$ cat src/ssl_regs.vh
`ifndef SSL_REGS_VH
`define SSL_REGS_VH

// ----------------------------------------
// Bus map (byte addresses)
// ----------------------------------------
`define SSL_ADDR_W          8
`define SSL_ADDR_LATCH_LAST 8'h1C
`define SSL_ADDR_CTRL       8'h20
`define SSL_ADDR_STATUS     8'h24
`define SSL_ADDR_COUNT      8'h28
`define SSL_ADDR_FRAC       8'h2C
`define SSL_ADDR_RSET       8'h30
`define SSL_ADDR_SHIFT      8'h34
`define SSL_IDX_HI          4
`define SSL_IDX_LO          2

// ----------------------------------------
// Control register
// ----------------------------------------
`define SSL_CTRL_RESET      32'h0000_0001
`define SSL_CTRL_LINK_EN    0
`define SSL_CTRL_CLR_COUNT  1

// ----------------------------------------
// Serial word layout
// ----------------------------------------
`define SSL_WORD_BITS       6'h20
`define SSL_SEL_HI          2
`define SSL_SEL_LO          0
`define SSL_RAMP_BIT        31
`define SSL_MUX_HI          30
`define SSL_MUX_LO          27
`define SSL_INT_HI          26
`define SSL_INT_LO          15
`define SSL_FMSB_HI         14
`define SSL_FMSB_LO         3
`define SSL_FLSB_HI         27
`define SSL_FLSB_LO         15
`define SSL_CPI_HI          27
`define SSL_CPI_LO          24
`define SSL_HALVER_BIT      21
`define SSL_DOUBLER_BIT     20
`define SSL_RCNT_HI         19
`define SSL_RCNT_LO         15
`define SSL_LATCH_FRAC_INT  3'h0
`define SSL_LATCH_FRAC_LSB  3'h1
`define SSL_LATCH_RDIV      3'h2
`define SSL_R_ZERO_CODE     5'h00
`define SSL_R_MAX           6'h20

// ----------------------------------------
// Monitor output selections
// ----------------------------------------
`define SSL_MON_ZERO        4'h0
`define SSL_MON_LOCK        4'h1
`define SSL_MON_SCALED_RF   4'h2
`define SSL_MON_SCALED_REF  4'h3
`define SSL_MON_MOD_DATA    4'h4
`define SSL_MON_ONE         4'h5

`endif

$ cat src/ssl_sync.v
`timescale 1ns/1ps
// ----------------------------------------
// Two-stage level synchroniser
// ----------------------------------------
module ssl_sync
(
  input  wire CLK,
  input  wire RESET,
  input  wire D,
  output reg  Q
);
  reg meta_reg;

  always @(posedge CLK or posedge RESET)
  begin
    if (RESET)
    begin
      meta_reg <= 1'b0;
      Q        <= 1'b0;
    end
    else
    begin
      meta_reg <= D;
      Q        <= meta_reg;
    end
  end
endmodule

$ cat src/ssl_top.v
// What this block does
// - Serial data sampled into 32-bit shift register on each serial clock rise.
// - Lowest three word bits carry the latch select code, sent last.
// - Load strobe rise copies shift register into exactly one of eight latches.
// - Select code decodes as plain binary index, 000 to latch 0, 111 to 7.
// - Double-buffered settings wait for a later latch 0 write before acting.
// - Host writes latch 1 then latch 0; change starts at latch 0 load.
// - Fractional numerator is 25-bit unsigned over modulus two to the 25.
// - Integer divide value is 12 bits; host keeps it within 23 to 4095.
// - Reference counter is 5 bits and divides by any ratio 1 to 32.
// - Comparison rate is ref times (1+doubler) over R times (1+halver).
// - Chip enable low powers down and puts charge pump in high impedance.
// - Four-bit output select picks zero, lock detect, scaled RF, scaled ref, modulation data or one.
// - Numerator is 12-bit high part times 2^13 plus 13-bit low part.
//
// Chosen here: register access over APB and the placing of the registers.
`timescale 1ns/1ps
`include "ssl_regs.vh"

module ssl_top
(
  input  wire        CLK,
  input  wire        RESET,
  input  wire        PSEL,
  input  wire        PENABLE,
  input  wire        PWRITE,
  input  wire [7:0]  PADDR,
  input  wire [31:0] PWDATA,
  output reg  [31:0] PRDATA,
  output reg         PREADY,
  output reg         PSLVERR,
  input  wire        SER_CLK,
  input  wire        SER_DATA,
  input  wire        LOAD_STROBE,
  input  wire        CHIP_ENABLE,
  input  wire        MODULATION_DATA_IN,
  input  wire        REF_IN,
  input  wire        RF_FEEDBACK_IN,
  input  wire        LOCK_DETECT_IN,
  output reg         SELECTABLE_MONITOR_OUTPUT,
  output reg         CHARGE_PUMP_OE,
  output reg         POWERED_DOWN,
  output reg         FREQ_UPDATE,
  output reg         RAMP_ENABLE,
  output reg  [11:0] INT_VALUE,
  output reg  [24:0] FRAC_VALUE,
  output reg  [4:0]  R_COUNT,
  output reg         REF_DOUBLER,
  output reg         REF_HALVER,
  output reg  [3:0]  CP_CURRENT,
  output reg         COMPARE_TICK,
  output reg         MOD_DATA_OUT
);

  // ----------------------------------------
  // Pin synchronisers
  // ----------------------------------------
  wire ser_clk_s;
  wire ser_data_s;
  wire load_s;
  wire ce_s;
  wire mod_s;
  wire ref_s;
  wire rf_s;
  wire lock_s;

  ssl_sync u_sync_sclk (.CLK(CLK), .RESET(RESET), .D(SER_CLK),            .Q(ser_clk_s));
  ssl_sync u_sync_sdat (.CLK(CLK), .RESET(RESET), .D(SER_DATA),           .Q(ser_data_s));
  ssl_sync u_sync_load (.CLK(CLK), .RESET(RESET), .D(LOAD_STROBE),        .Q(load_s));
  ssl_sync u_sync_ce   (.CLK(CLK), .RESET(RESET), .D(CHIP_ENABLE),        .Q(ce_s));
  ssl_sync u_sync_mod  (.CLK(CLK), .RESET(RESET), .D(MODULATION_DATA_IN), .Q(mod_s));
  ssl_sync u_sync_ref  (.CLK(CLK), .RESET(RESET), .D(REF_IN),             .Q(ref_s));
  ssl_sync u_sync_rf   (.CLK(CLK), .RESET(RESET), .D(RF_FEEDBACK_IN),     .Q(rf_s));
  ssl_sync u_sync_lock (.CLK(CLK), .RESET(RESET), .D(LOCK_DETECT_IN),     .Q(lock_s));

  // ----------------------------------------
  // Edge detection
  // ----------------------------------------
  reg ser_clk_d_reg;
  reg load_d_reg;
  reg ref_d_reg;
  reg rf_d_reg;

  always @(posedge CLK or posedge RESET)
  begin
    if (RESET)
    begin
      ser_clk_d_reg <= 1'b0;
      load_d_reg    <= 1'b0;
      ref_d_reg     <= 1'b0;
      rf_d_reg      <= 1'b0;
    end
    else
    begin
      ser_clk_d_reg <= ser_clk_s;
      load_d_reg    <= load_s;
      ref_d_reg     <= ref_s;
      rf_d_reg      <= rf_s;
    end
  end

  reg  [31:0] ctrl_reg;
  wire        link_en   = ctrl_reg[`SSL_CTRL_LINK_EN];
  wire        sclk_rise = ser_clk_s & ~ser_clk_d_reg & link_en;
  wire        load_rise = load_s & ~load_d_reg & link_en;
  wire        ref_rise  = ref_s & ~ref_d_reg;
  wire        ref_fall  = ~ref_s & ref_d_reg;
  wire        rf_rise   = rf_s & ~rf_d_reg;

  // ----------------------------------------
  // Shift register
  // ----------------------------------------
  reg [31:0] shift_reg;
  reg [5:0]  bit_count_reg;

  // Data and clock share the same synchroniser depth, so the setup
  // the host gives at the pins is kept at the sampling point
  always @(posedge CLK or posedge RESET)
  begin
    if (RESET)
    begin
      shift_reg     <= 32'h0000_0000;
      bit_count_reg <= 6'h00;
    end
    else
    begin
      if (sclk_rise)
        shift_reg <= {shift_reg[30:0], ser_data_s};
      if (load_rise)
        bit_count_reg <= 6'h00;
      else if (sclk_rise && bit_count_reg != `SSL_WORD_BITS)
        bit_count_reg <= bit_count_reg + 6'h01;
    end
  end

  // ----------------------------------------
  // Configuration latches
  // ----------------------------------------
  reg  [31:0] latch_reg [0:7];
  wire [2:0]  sel_code = shift_reg[`SSL_SEL_HI:`SSL_SEL_LO];
  integer     i;

  always @(posedge CLK or posedge RESET)
  begin
    if (RESET)
    begin
      for (i = 0; i < 8; i = i + 1)
        latch_reg[i] <= 32'h0000_0000;
    end
    else
    begin
      for (i = 0; i < 8; i = i + 1)
        if (load_rise && sel_code == i[2:0])
          latch_reg[i] <= shift_reg;
    end
  end

  wire r0_load = load_rise && sel_code == `SSL_LATCH_FRAC_INT;

  // ----------------------------------------
  // Active settings
  // ----------------------------------------
  // Double-buffered fields move from latches 1 and 2 only on a latch 0
  // load, so a half-written frequency never reaches the divider
  wire [31:0] r1_word = latch_reg[`SSL_LATCH_FRAC_LSB];
  wire [31:0] r2_word = latch_reg[`SSL_LATCH_RDIV];
  reg  [3:0]  mux_sel_reg;

  always @(posedge CLK or posedge RESET)
  begin
    if (RESET)
    begin
      INT_VALUE   <= 12'h000;
      FRAC_VALUE  <= 25'h000_0000;
      R_COUNT     <= 5'h00;
      REF_DOUBLER <= 1'b0;
      REF_HALVER  <= 1'b0;
      CP_CURRENT  <= 4'h0;
      RAMP_ENABLE <= 1'b0;
      mux_sel_reg <= `SSL_MON_ZERO;
      FREQ_UPDATE <= 1'b0;
    end
    else
    begin
      FREQ_UPDATE <= r0_load;
      if (r0_load)
      begin
        INT_VALUE   <= shift_reg[`SSL_INT_HI:`SSL_INT_LO];
        FRAC_VALUE  <= {shift_reg[`SSL_FMSB_HI:`SSL_FMSB_LO],
                        r1_word[`SSL_FLSB_HI:`SSL_FLSB_LO]};
        R_COUNT     <= r2_word[`SSL_RCNT_HI:`SSL_RCNT_LO];
        REF_DOUBLER <= r2_word[`SSL_DOUBLER_BIT];
        REF_HALVER  <= r2_word[`SSL_HALVER_BIT];
        CP_CURRENT  <= r2_word[`SSL_CPI_HI:`SSL_CPI_LO];
        RAMP_ENABLE <= shift_reg[`SSL_RAMP_BIT];
        mux_sel_reg <= shift_reg[`SSL_MUX_HI:`SSL_MUX_LO];
      end
    end
  end

  // ----------------------------------------
  // Reference path
  // ----------------------------------------
  // Code zero stands for the top ratio of 32
  wire [5:0] r_ratio = (R_COUNT == `SSL_R_ZERO_CODE) ? `SSL_R_MAX : {1'b0, R_COUNT};
  wire       ref_edge = REF_DOUBLER ? (ref_rise | ref_fall) : ref_rise;
  reg  [5:0] r_cnt_reg;
  reg        halver_reg;
  reg        scaled_ref_reg;
  reg        scaled_rf_reg;
  wire       r_wrap = ref_edge && (r_cnt_reg + 6'h01 >= r_ratio);

  always @(posedge CLK or posedge RESET)
  begin
    if (RESET)
    begin
      r_cnt_reg      <= 6'h00;
      halver_reg     <= 1'b0;
      COMPARE_TICK   <= 1'b0;
      scaled_ref_reg <= 1'b0;
      scaled_rf_reg  <= 1'b0;
    end
    else if (!ce_s)
    begin
      // Dividers cleared to zero and ticks stopped while powered down
      r_cnt_reg    <= 6'h00;
      halver_reg   <= 1'b0;
      COMPARE_TICK <= 1'b0;
    end
    else
    begin
      COMPARE_TICK <= 1'b0;
      if (ref_edge)
        r_cnt_reg <= r_wrap ? 6'h00 : r_cnt_reg + 6'h01;
      if (r_wrap)
      begin
        halver_reg <= REF_HALVER ? ~halver_reg : 1'b0;
        if (!REF_HALVER || halver_reg)
        begin
          COMPARE_TICK   <= 1'b1;
          scaled_ref_reg <= ~scaled_ref_reg;
        end
      end
      if (rf_rise)
        scaled_rf_reg <= ~scaled_rf_reg;
    end
  end

  // ----------------------------------------
  // Power down, monitor and keying data
  // ----------------------------------------
  always @(posedge CLK or posedge RESET)
  begin
    if (RESET)
    begin
      CHARGE_PUMP_OE            <= 1'b0;
      POWERED_DOWN              <= 1'b1;
      MOD_DATA_OUT              <= 1'b0;
      SELECTABLE_MONITOR_OUTPUT <= 1'b0;
    end
    else
    begin
      CHARGE_PUMP_OE <= ce_s;
      POWERED_DOWN   <= ~ce_s;
      MOD_DATA_OUT   <= mod_s;
      case (mux_sel_reg)
        `SSL_MON_ZERO:       SELECTABLE_MONITOR_OUTPUT <= 1'b0;
        `SSL_MON_LOCK:       SELECTABLE_MONITOR_OUTPUT <= lock_s;
        `SSL_MON_SCALED_RF:  SELECTABLE_MONITOR_OUTPUT <= scaled_rf_reg;
        `SSL_MON_SCALED_REF: SELECTABLE_MONITOR_OUTPUT <= scaled_ref_reg;
        `SSL_MON_MOD_DATA:   SELECTABLE_MONITOR_OUTPUT <= mod_s;
        `SSL_MON_ONE:        SELECTABLE_MONITOR_OUTPUT <= 1'b1;
        default:             SELECTABLE_MONITOR_OUTPUT <= 1'b0;
      endcase
    end
  end

  // ----------------------------------------
  // APB slave
  // ----------------------------------------
  // Ready is raised in the setup cycle, so each access finishes in its
  // first access-phase cycle with no wait states
  wire        setup_ph  = PSEL & ~PENABLE;
  wire        done      = PSEL & PENABLE & PREADY;
  wire        is_latch  = (PADDR <= `SSL_ADDR_LATCH_LAST) &&
                          (PADDR[1:0] == 2'b00);
  reg  [15:0] load_count_reg;
  reg  [31:0] rdata_next;
  reg         err_next;

  always @*
  begin
    rdata_next = 32'h0000_0000;
    err_next   = 1'b0;
    if (is_latch)
      rdata_next = latch_reg[PADDR[`SSL_IDX_HI:`SSL_IDX_LO]];
    else
      case (PADDR)
        `SSL_ADDR_CTRL:   rdata_next = ctrl_reg;
        `SSL_ADDR_STATUS: rdata_next = {29'h0000_0000, FREQ_UPDATE,
                                        (bit_count_reg == `SSL_WORD_BITS), ce_s};
        `SSL_ADDR_COUNT:  rdata_next = {16'h0000, load_count_reg};
        `SSL_ADDR_FRAC:   rdata_next = {7'h00, FRAC_VALUE};
        `SSL_ADDR_RSET:   rdata_next = {20'h0_0000, CP_CURRENT, 1'b0,
                                        REF_HALVER, REF_DOUBLER, R_COUNT};
        `SSL_ADDR_SHIFT:  rdata_next = shift_reg;
        default:          err_next   = 1'b1;
      endcase
    if (PWRITE && !(PADDR == `SSL_ADDR_CTRL))
      err_next = 1'b1;
    if (PWRITE)
      rdata_next = 32'h0000_0000;
  end

  always @(posedge CLK or posedge RESET)
  begin
    if (RESET)
    begin
      PREADY  <= 1'b0;
      PRDATA  <= 32'h0000_0000;
      PSLVERR <= 1'b0;
    end
    else if (setup_ph)
    begin
      PREADY  <= 1'b1;
      PRDATA  <= rdata_next;
      PSLVERR <= err_next;
    end
    else
    begin
      PREADY  <= 1'b0;
      PRDATA  <= 32'h0000_0000;
      PSLVERR <= 1'b0;
    end
  end

  // Control write and load counter; a load in the clearing cycle counts
  wire wr_ctrl   = done && PWRITE && PADDR == `SSL_ADDR_CTRL;
  wire clr_count = wr_ctrl && PWDATA[`SSL_CTRL_CLR_COUNT];

  always @(posedge CLK or posedge RESET)
  begin
    if (RESET)
    begin
      ctrl_reg       <= `SSL_CTRL_RESET;
      load_count_reg <= 16'h0000;
    end
    else
    begin
      if (wr_ctrl)
        ctrl_reg <= {31'h0000_0000, PWDATA[`SSL_CTRL_LINK_EN]};
      if (clr_count)
        load_count_reg <= load_rise ? 16'h0001 : 16'h0000;
      else if (load_rise)
        load_count_reg <= load_count_reg + 16'h0001;
    end
  end

endmodule

$ cat config.mk
export PLATFORM = sky130hd
export DESIGN_NAME = ssl_top
export DESIGN_NICKNAME = d
export VERILOG_FILES = /design/src/ssl_sync.v /design/src/ssl_top.v
export VERILOG_INCLUDE_DIRS = /design/src
export SDC_FILE = /design/constraint.sdc
export NUM_CORES = 1
export LEC_CHECK = 0
export BUFFER_PORTS_ARGS = -buffer_cell sky130_fd_sc_hd__buf_2
export CORE_UTILIZATION = 40
export DETAILED_ROUTE_END_ITERATION = 8
export PLACE_DENSITY = 0.63
export SLEW_MARGIN = 20
export SYNTH_ARGS = -nofsm -noshare
export SYNTH_HDL_FRONTEND = slang
export SYNTH_SLANG_ARGS = --single-unit
$ cat constraint.sdc
create_clock -name CLK -period 23.3 [get_ports CLK]
set_clock_uncertainty 0.2 [all_clocks]
set_input_delay 3.495 -clock CLK [delete_from_list [all_inputs] [get_ports CLK]]
set_output_delay 3.495 -clock CLK [all_outputs]
set_load 0.03 [all_outputs]
==> run summary, run 1 <==
Placer Congestion = 0.910
Seq/Total Area, Yosys = 56.3%
Crit path kind = input port to flip-flop
Dpl hpwl = 28500 um
Die Span X = 214 um
Vias = 11000
Post-synth ARST share = 100%
Power Dens Cells = 71.9 nW/um2
Number of max-cap violations = 0
H-tree depth = 2
Post-cts resize count = 0
Fmax = 0.153 GHz
Least-Margin Pin Slew = 1.15 ns
Status = finished clean
Total Wirelength = 45600 um
Max Fanout on Critical Path = 49
Post-synth EDFFs = 0
WP data required = 23.51 ns
Worst slack at placement = 16.30 ns
Mapped Area = 17900 um2
Top-count cell post-synth = dfrtp_1
Largest register FFs = 192
Layout Cells excl Fill = 2000
Rel. slew slack = 23.3%
Global-route total usage across every layer = 20.9%
Vias in the first global route = 11400
FF-to-FF setup slack = 19.70 ns
Critical path launch point type = input port
HP Class = flip-flop to flip-flop
Prevailing post-synth register cell = dfrtp_1
Cell area after layout = 20300 um2
DRT iter0 DRCs = 942
CP startpoint = PADDR[3]
Fin util = 45.9%
Mapped Cells = 1328
Max VDD drop = 56.1 uV
Yosys top cell area share = 56.0%
List of most frequent post-synthesis cells = dfrtp_1 (402), mux2_2 (187), nand2_1 (130)
Height of the die = 214 um
Sink Count = 404
CTS tree = done
Final period util = 28.1%
Min cycle time layout = 6.54 ns
NumNets Final = 1441
Slew Viols, Final = 0
Initial core utilization = 40.6%
Grt total ovfl = 0
CP endpoint kind = flip-flop
Port Buffer Count = 111
CTS max path bufs = 3
DR vias/cell = 5.50
Syn. warnings = 0
Number of I/O pins = 142
Post-synthesis cell type count = 57
Sum Neg Setup Slack = 0 ns
Leakage power = 10.0 nW
Area of placed instances = 18800 um2
Post-synthesis average cell area = 13.5 um2
Core area = 44200 um2
RSZ-0062 raised after global routing = no
Setup slack after layout = 16.76 ns
Worst EP arrival = 6.75 ns
Synthesized net count = 1392
Placed Cells incl. Taps = 1921
R2R Path Start = ctrl_reg[0]
DRT antenna net count = 0
Final setup viols = 0
Clk slew on worst S/H paths = 0.06 ns
Synth area leader = dfrtp_1
Clk_lat worst skew = 0.57 ns
Std cell rows = 77
Drt pass-1 iters = 7
Worst Hold Launch = u_sync_load.meta_reg
DRC Markers = 0
Die ar. = 45700 um2
Area delta synth->final = 13.0%
Initial antenna violation count = 1
Largest net degree at the start of global routing = 202
CTS Buf Count = 45
Hold buffers post-CTS = 0
Global-route wire length before repair = 71000 um
Post-CTS Repair Setup Buffers = 0
Top post-synthesis cells by area = dfrtp_1 (56%), mux2_2 (12%), mux4_2 (8.0%), mux2_1 (5.0%), nand2_1 (2.7%)
Final Hold Viols = 0
DR WL/cell = 22.8 um
Share of cells above drive strength 1 = 33.5%
Synthesized flop and latch total = 404
Clk root buf = clkbuf_16
ANT cells = 0
[layout by cell type, fill, tap and decap left out, types with 11 or more instances in the layout]
cell type,n
a22oi_1,18
nand2_1,129
nand3_1,12
nor3_1,14
clkbuf_16,45
mux2i_1,22
nor2_1,31
o21ai_0,19
dfrtp_1,402
inv_1,15
clkbuf_1,14
and2_1,12
nor2b_1,11
buf_4,16
ha_1,11
a21oi_1,32
xnor2_1,11
mux2_1,79
mux4_2,64
mux2_2,187
buf_2,109
[where the power goes]
group          internal (W)  leakage (nW)  switching (W)  total (W)
sequential         0.000705          5.51     0.00000254   0.000708
combinational     0.0000128          3.78      0.0000333  0.0000460
clock              0.000425         0.714       0.000279   0.000704
[final timing paths]
path                            endpoint  cells after the start
setup / recovery               PRDATA[4]                      7
hold / removal             u_sync_load.Q                      0
setup reg to reg             r2_word[11]                      5
hold reg to reg            u_sync_load.Q                      0
max in group asynchronous     PRDATA[12]                      4
min in group asynchronous    u_sync_ce.Q                      2
[stage by stage]
step	hold WS (ns)	total power [W]
4_1_cts	0.149	0.00148
2_1_floorplan	0.131	0.000752
3_5_place_dp	0.136	0.000767
6_report	0.147	0.00146
3_3_place_gp	0.136	0.000767
5_1_grt	0.154	0.00151
[cell type report]
class / count / area, um2
fill: 3925 / 23900
sequential: 404 / 10100
multi-input combinational: 782 / 7180
clock buffer: 67 / 1290
tap: 592 / 741
timing repair buffer: 128 / 724
clock inverter: 11 / 166
inverter: 16 / 67.6
[logic make-up (layout without fill, tap and decap cells)]
group                    after synthesis  after routing  synth area share [%]
AND/OR/NAND/NOR                      277            277                  7.70
flip-flops                           404            404                  56.3
AO/OA/AOI/OAI                        121            121                  4.41
XOR/XNOR                              21             21                  1.02
buffers and inverters                142            222                  3.82
multiplexers                         352            352                  25.9
adder cells (fa/ha/maj)               11             11                 0.767
[worst max-delay path, stage by stage]
cell and delay [ns]:
buf_4 0.44, buf_4 0.70, inv_1 0.43, nor3_4 0.87
a221o_1 0.26, a21oi_1 0.09, nor3_1 0.42
[routing by layer]
metal / part of all wire (%) / global-route usage, % / up-vias
met2: 46 / 32.0 / 306
li1: - / - / 4828
met3: 5.6 / 3.91 / 77
met1: 45 / 29.6 / 5797
met4: 3.2 / 7.64 / 0
met5: 0 / 0 / -
Power figures use the tool's default switching activity.
==> run 2: changes to the inputs <==
==> constraint.sdc (replaced) <==
create_clock -name CLK -period 6.7 [get_ports CLK]
set_clock_uncertainty 0.2 [all_clocks]
set_input_delay 1.005 -clock CLK [delete_from_list [all_inputs] [get_ports CLK]]
set_output_delay 1.005 -clock CLK [all_outputs]
set_load 0.03 [all_outputs]
==> run summary, run 2 (same netlist as run 1, synthesis figures left out) <==
Total Wirelength = 46200 um (+1.4%)
Share of cells above drive strength 1 = 34.5% (+1.1 points)
Delay-heaviest family, CP = simple AND/OR/NAND/NOR gates
Leakage power = 10.0 nW (+0.32%)
CTS tree = done
DRC Markers = 0 (unchanged)
Global-route wire length before repair = 71000 um (about the same)
Crit-path cells = and3b_1, nor2b_1, nand3b_1, buf_4, mux2_2
DR WL/cell = 23.0 um (+0.92%)
Max Fanout on Critical Path = 20 (-59%)
Number of max-cap violations = 0 (unchanged)
Critical path launch point type = flip-flop
Switching portion of total power = 22.2% (+0.68 points)
Placer Congestion = 0.918 (+0.89%)
Sink Count = 404 (unchanged)
Initial core utilization = 40.6% (unchanged)
Final setup viols = 0 (unchanged)
Clk_lat worst skew = 0.57 ns (about the same)
Grt total ovfl = 0 (unchanged)
CTS Buf Count = 45 (unchanged)
Slew Viols, Final = 0 (unchanged)
Net Sw Power = 0.00112 W (+260%)
Power Dens Cells = 249 nW/um2 (+250%)
R2R Path End = r2_word[12]
DRT iter0 DRCs = 998 (+5.9%)
DRT antenna net count = 0 (unchanged)
WP data required = 6.94 ns (-16.57 ns)
Hold WS = 0.150 ns (+0.00368 ns)
Core area = 44200 um2 (unchanged)
Vias in the first global route = 11300 (-0.99%)
Least-Margin Pin Slew = 1.04 ns (-0.101 ns)
Post-cts resize count = 0 (unchanged)
Layout Cells excl Fill = 2009 (+0.45%)
Drt pass-1 iters = 5 (-2)
Vias = 11100 (+1.1%)
DR vias/cell = 5.54 (+0.60%)
Die Span X = 214 um (unchanged)
Worst path bufs/invs = 1 (-2)
Comb power frac = 3.2% (about the same)
Hold Path End = u_sync_sdat.Q
ANT cells = 0 (unchanged)
Hold buffers post-CTS = 0 (unchanged)
Initial antenna violation count = 0 (-1)
Commonest non-fill, non-tap cells in the layout = dfrtp_1 (402), mux2_2 (187), nand2_1 (129), buf_2 (109), mux2_1 (79)
CTS max path bufs = 3 (unchanged)
HP Class = flip-flop to flip-flop
RSZ-0062 raised after global routing = no
Status = finished clean
Clk slew on worst S/H paths = 0.06 ns (about the same)
CP endpoint kind = flip-flop
Internal power = 0.00393 W (+240%)
Most common cell after layout, fill and taps aside = dfrtp_1
Std cell rows = 77 (unchanged)
Largest net degree at the start of global routing = 181 (-10%)
Worst Hold Launch = u_sync_sdat.meta_reg
Final Hold Viols = 0 (unchanged)
Global-route total usage across every layer = 21.0% (+0.076 points)
Crit-path max cell delay = 0.78 ns (-0.09 ns)
Area delta synth->final = 13.3%
Sum Neg Setup Slack = 0 ns (unchanged)
Final period util = 54.1%
Largest register FFs = 192 (unchanged)
Clock Power Share = 48.1% (-0.2 points)
Slowest CP cell = nand3b_1
Dpl hpwl = 29400 um (+2.9%)
Crit path kind = flip-flop to flip-flop
Worst R2R Path Depth = 5 (unchanged)
Placed Cells incl. Taps = 1925 (+0.21%)
Fmax = 0.276 GHz
Post-CTS Repair Setup Buffers = 0 (unchanged)
NumNets Final = 1446 (+0.35%)
Clk root buf = clkbuf_16
Worst EP arrival = 3.87 ns (-2.88 ns)
Max VDD drop = 157 uV (+180%)
H-tree depth = 2 (unchanged)
Fin util = 46.0% (+0.12 points)
Fillers = 3905 (-0.51%)
R2R Path Start = ctrl_reg[0]
Min cycle time layout = 3.62 ns
Rel. slew slack = 30.1% (+6.8 points)
Die ar. = 45700 um2 (unchanged)
Port Buffer Count = 111 (unchanged)
Height of the die = 214 um (unchanged)
Hold Path Cell Cnt = 0 (unchanged)
FF-to-FF setup slack = 3.08 ns (-16.62 ns)
Part of the power in registers = 48.7% (about the same)
Number of I/O pins = 142 (unchanged)
## run 2: cell types whose count changed in the layout (fill, tap and decap cells not counted), sizes merged
cell,previous run,this run
clkinvlp,0,5
bufinv,4,2
clkinv,4,13
inv,19,17
buf,128,133
clkbuf,67,61
## run 2: layout make-up
class                      count  area (um2)  share of cell area [%]
sequential                   404       10100                    49.7
multi-input combinational    782        7180                    35.3
inverter                      16        63.8                   0.314
tap                          592         741                    3.64
timing repair buffer         133         766                    3.77
clock inverter                21         173                   0.849
clock buffer                  61        1300                    6.37
## run 2: metrics by stage
step	setup WS [ns]	total power (W)	area, um2
2_1_floorplan	0.0549	0.00262	18000
3_3_place_gp	2.64	0.00267	18800
3_5_place_dp	2.62	0.00267	18800
4_1_cts	2.87	0.00512	20300
5_1_grt	2.96	0.00523	20300
6_report	3.08	0.00506	20300
## run 2: metal layers
metal / routed length, um / part of all wire (%) / global-route usage (%) / up-vias
li1: - / - / - / 4843
met1: 21000 / 45 / 30.7 / 5843
met2: 21200 / 46 / 31.6 / 350
met3: 2570 / 5.6 / 3.10 / 88
met4: 1420 / 3.1 / 7.76 / 0
met5: 0 / 0 / 0 / -
## run 2: worst max-delay path by stage
stage | from | endpoint | slack, ns | depth (start not counted)
after floorplan | RESET | CHARGE_PUMP_OE | 0.05 | 1
after detailed placement | PADDR[1] | PRDATA[26] | 2.62 | 5
after global routing | ctrl_reg[0] | r2_word[16] | 2.96 | 5
after CTS | ctrl_reg[0] | latch_reg[88] | 2.87 | 5
after global placement | PADDR[1] | PRDATA[16] | 2.64 | 5
final | ctrl_reg[0] | r2_word[12] | 3.08 | 5
## run 2: power groups by stage
stage	clock network (W)	registers (W)	logic, W
3_3_place_gp	0	0.00250	0.000165
3_5_place_dp	0	0.00251	0.000165
2_1_floorplan	0	0.00251	0.000109
4_1_cts	0.00249	0.00246	0.000165
6_report	0.00243	0.00246	0.000164
5_1_grt	0.00259	0.00246	0.000183
## run 2: worst register-to-register path, cell delays in order (launching register included)
cell	delay, ns
dfstp_2	0.60
and3b_1	0.65
nor2b_1	0.36
nand3b_1	0.78
buf_4	0.57
mux2_2	0.34
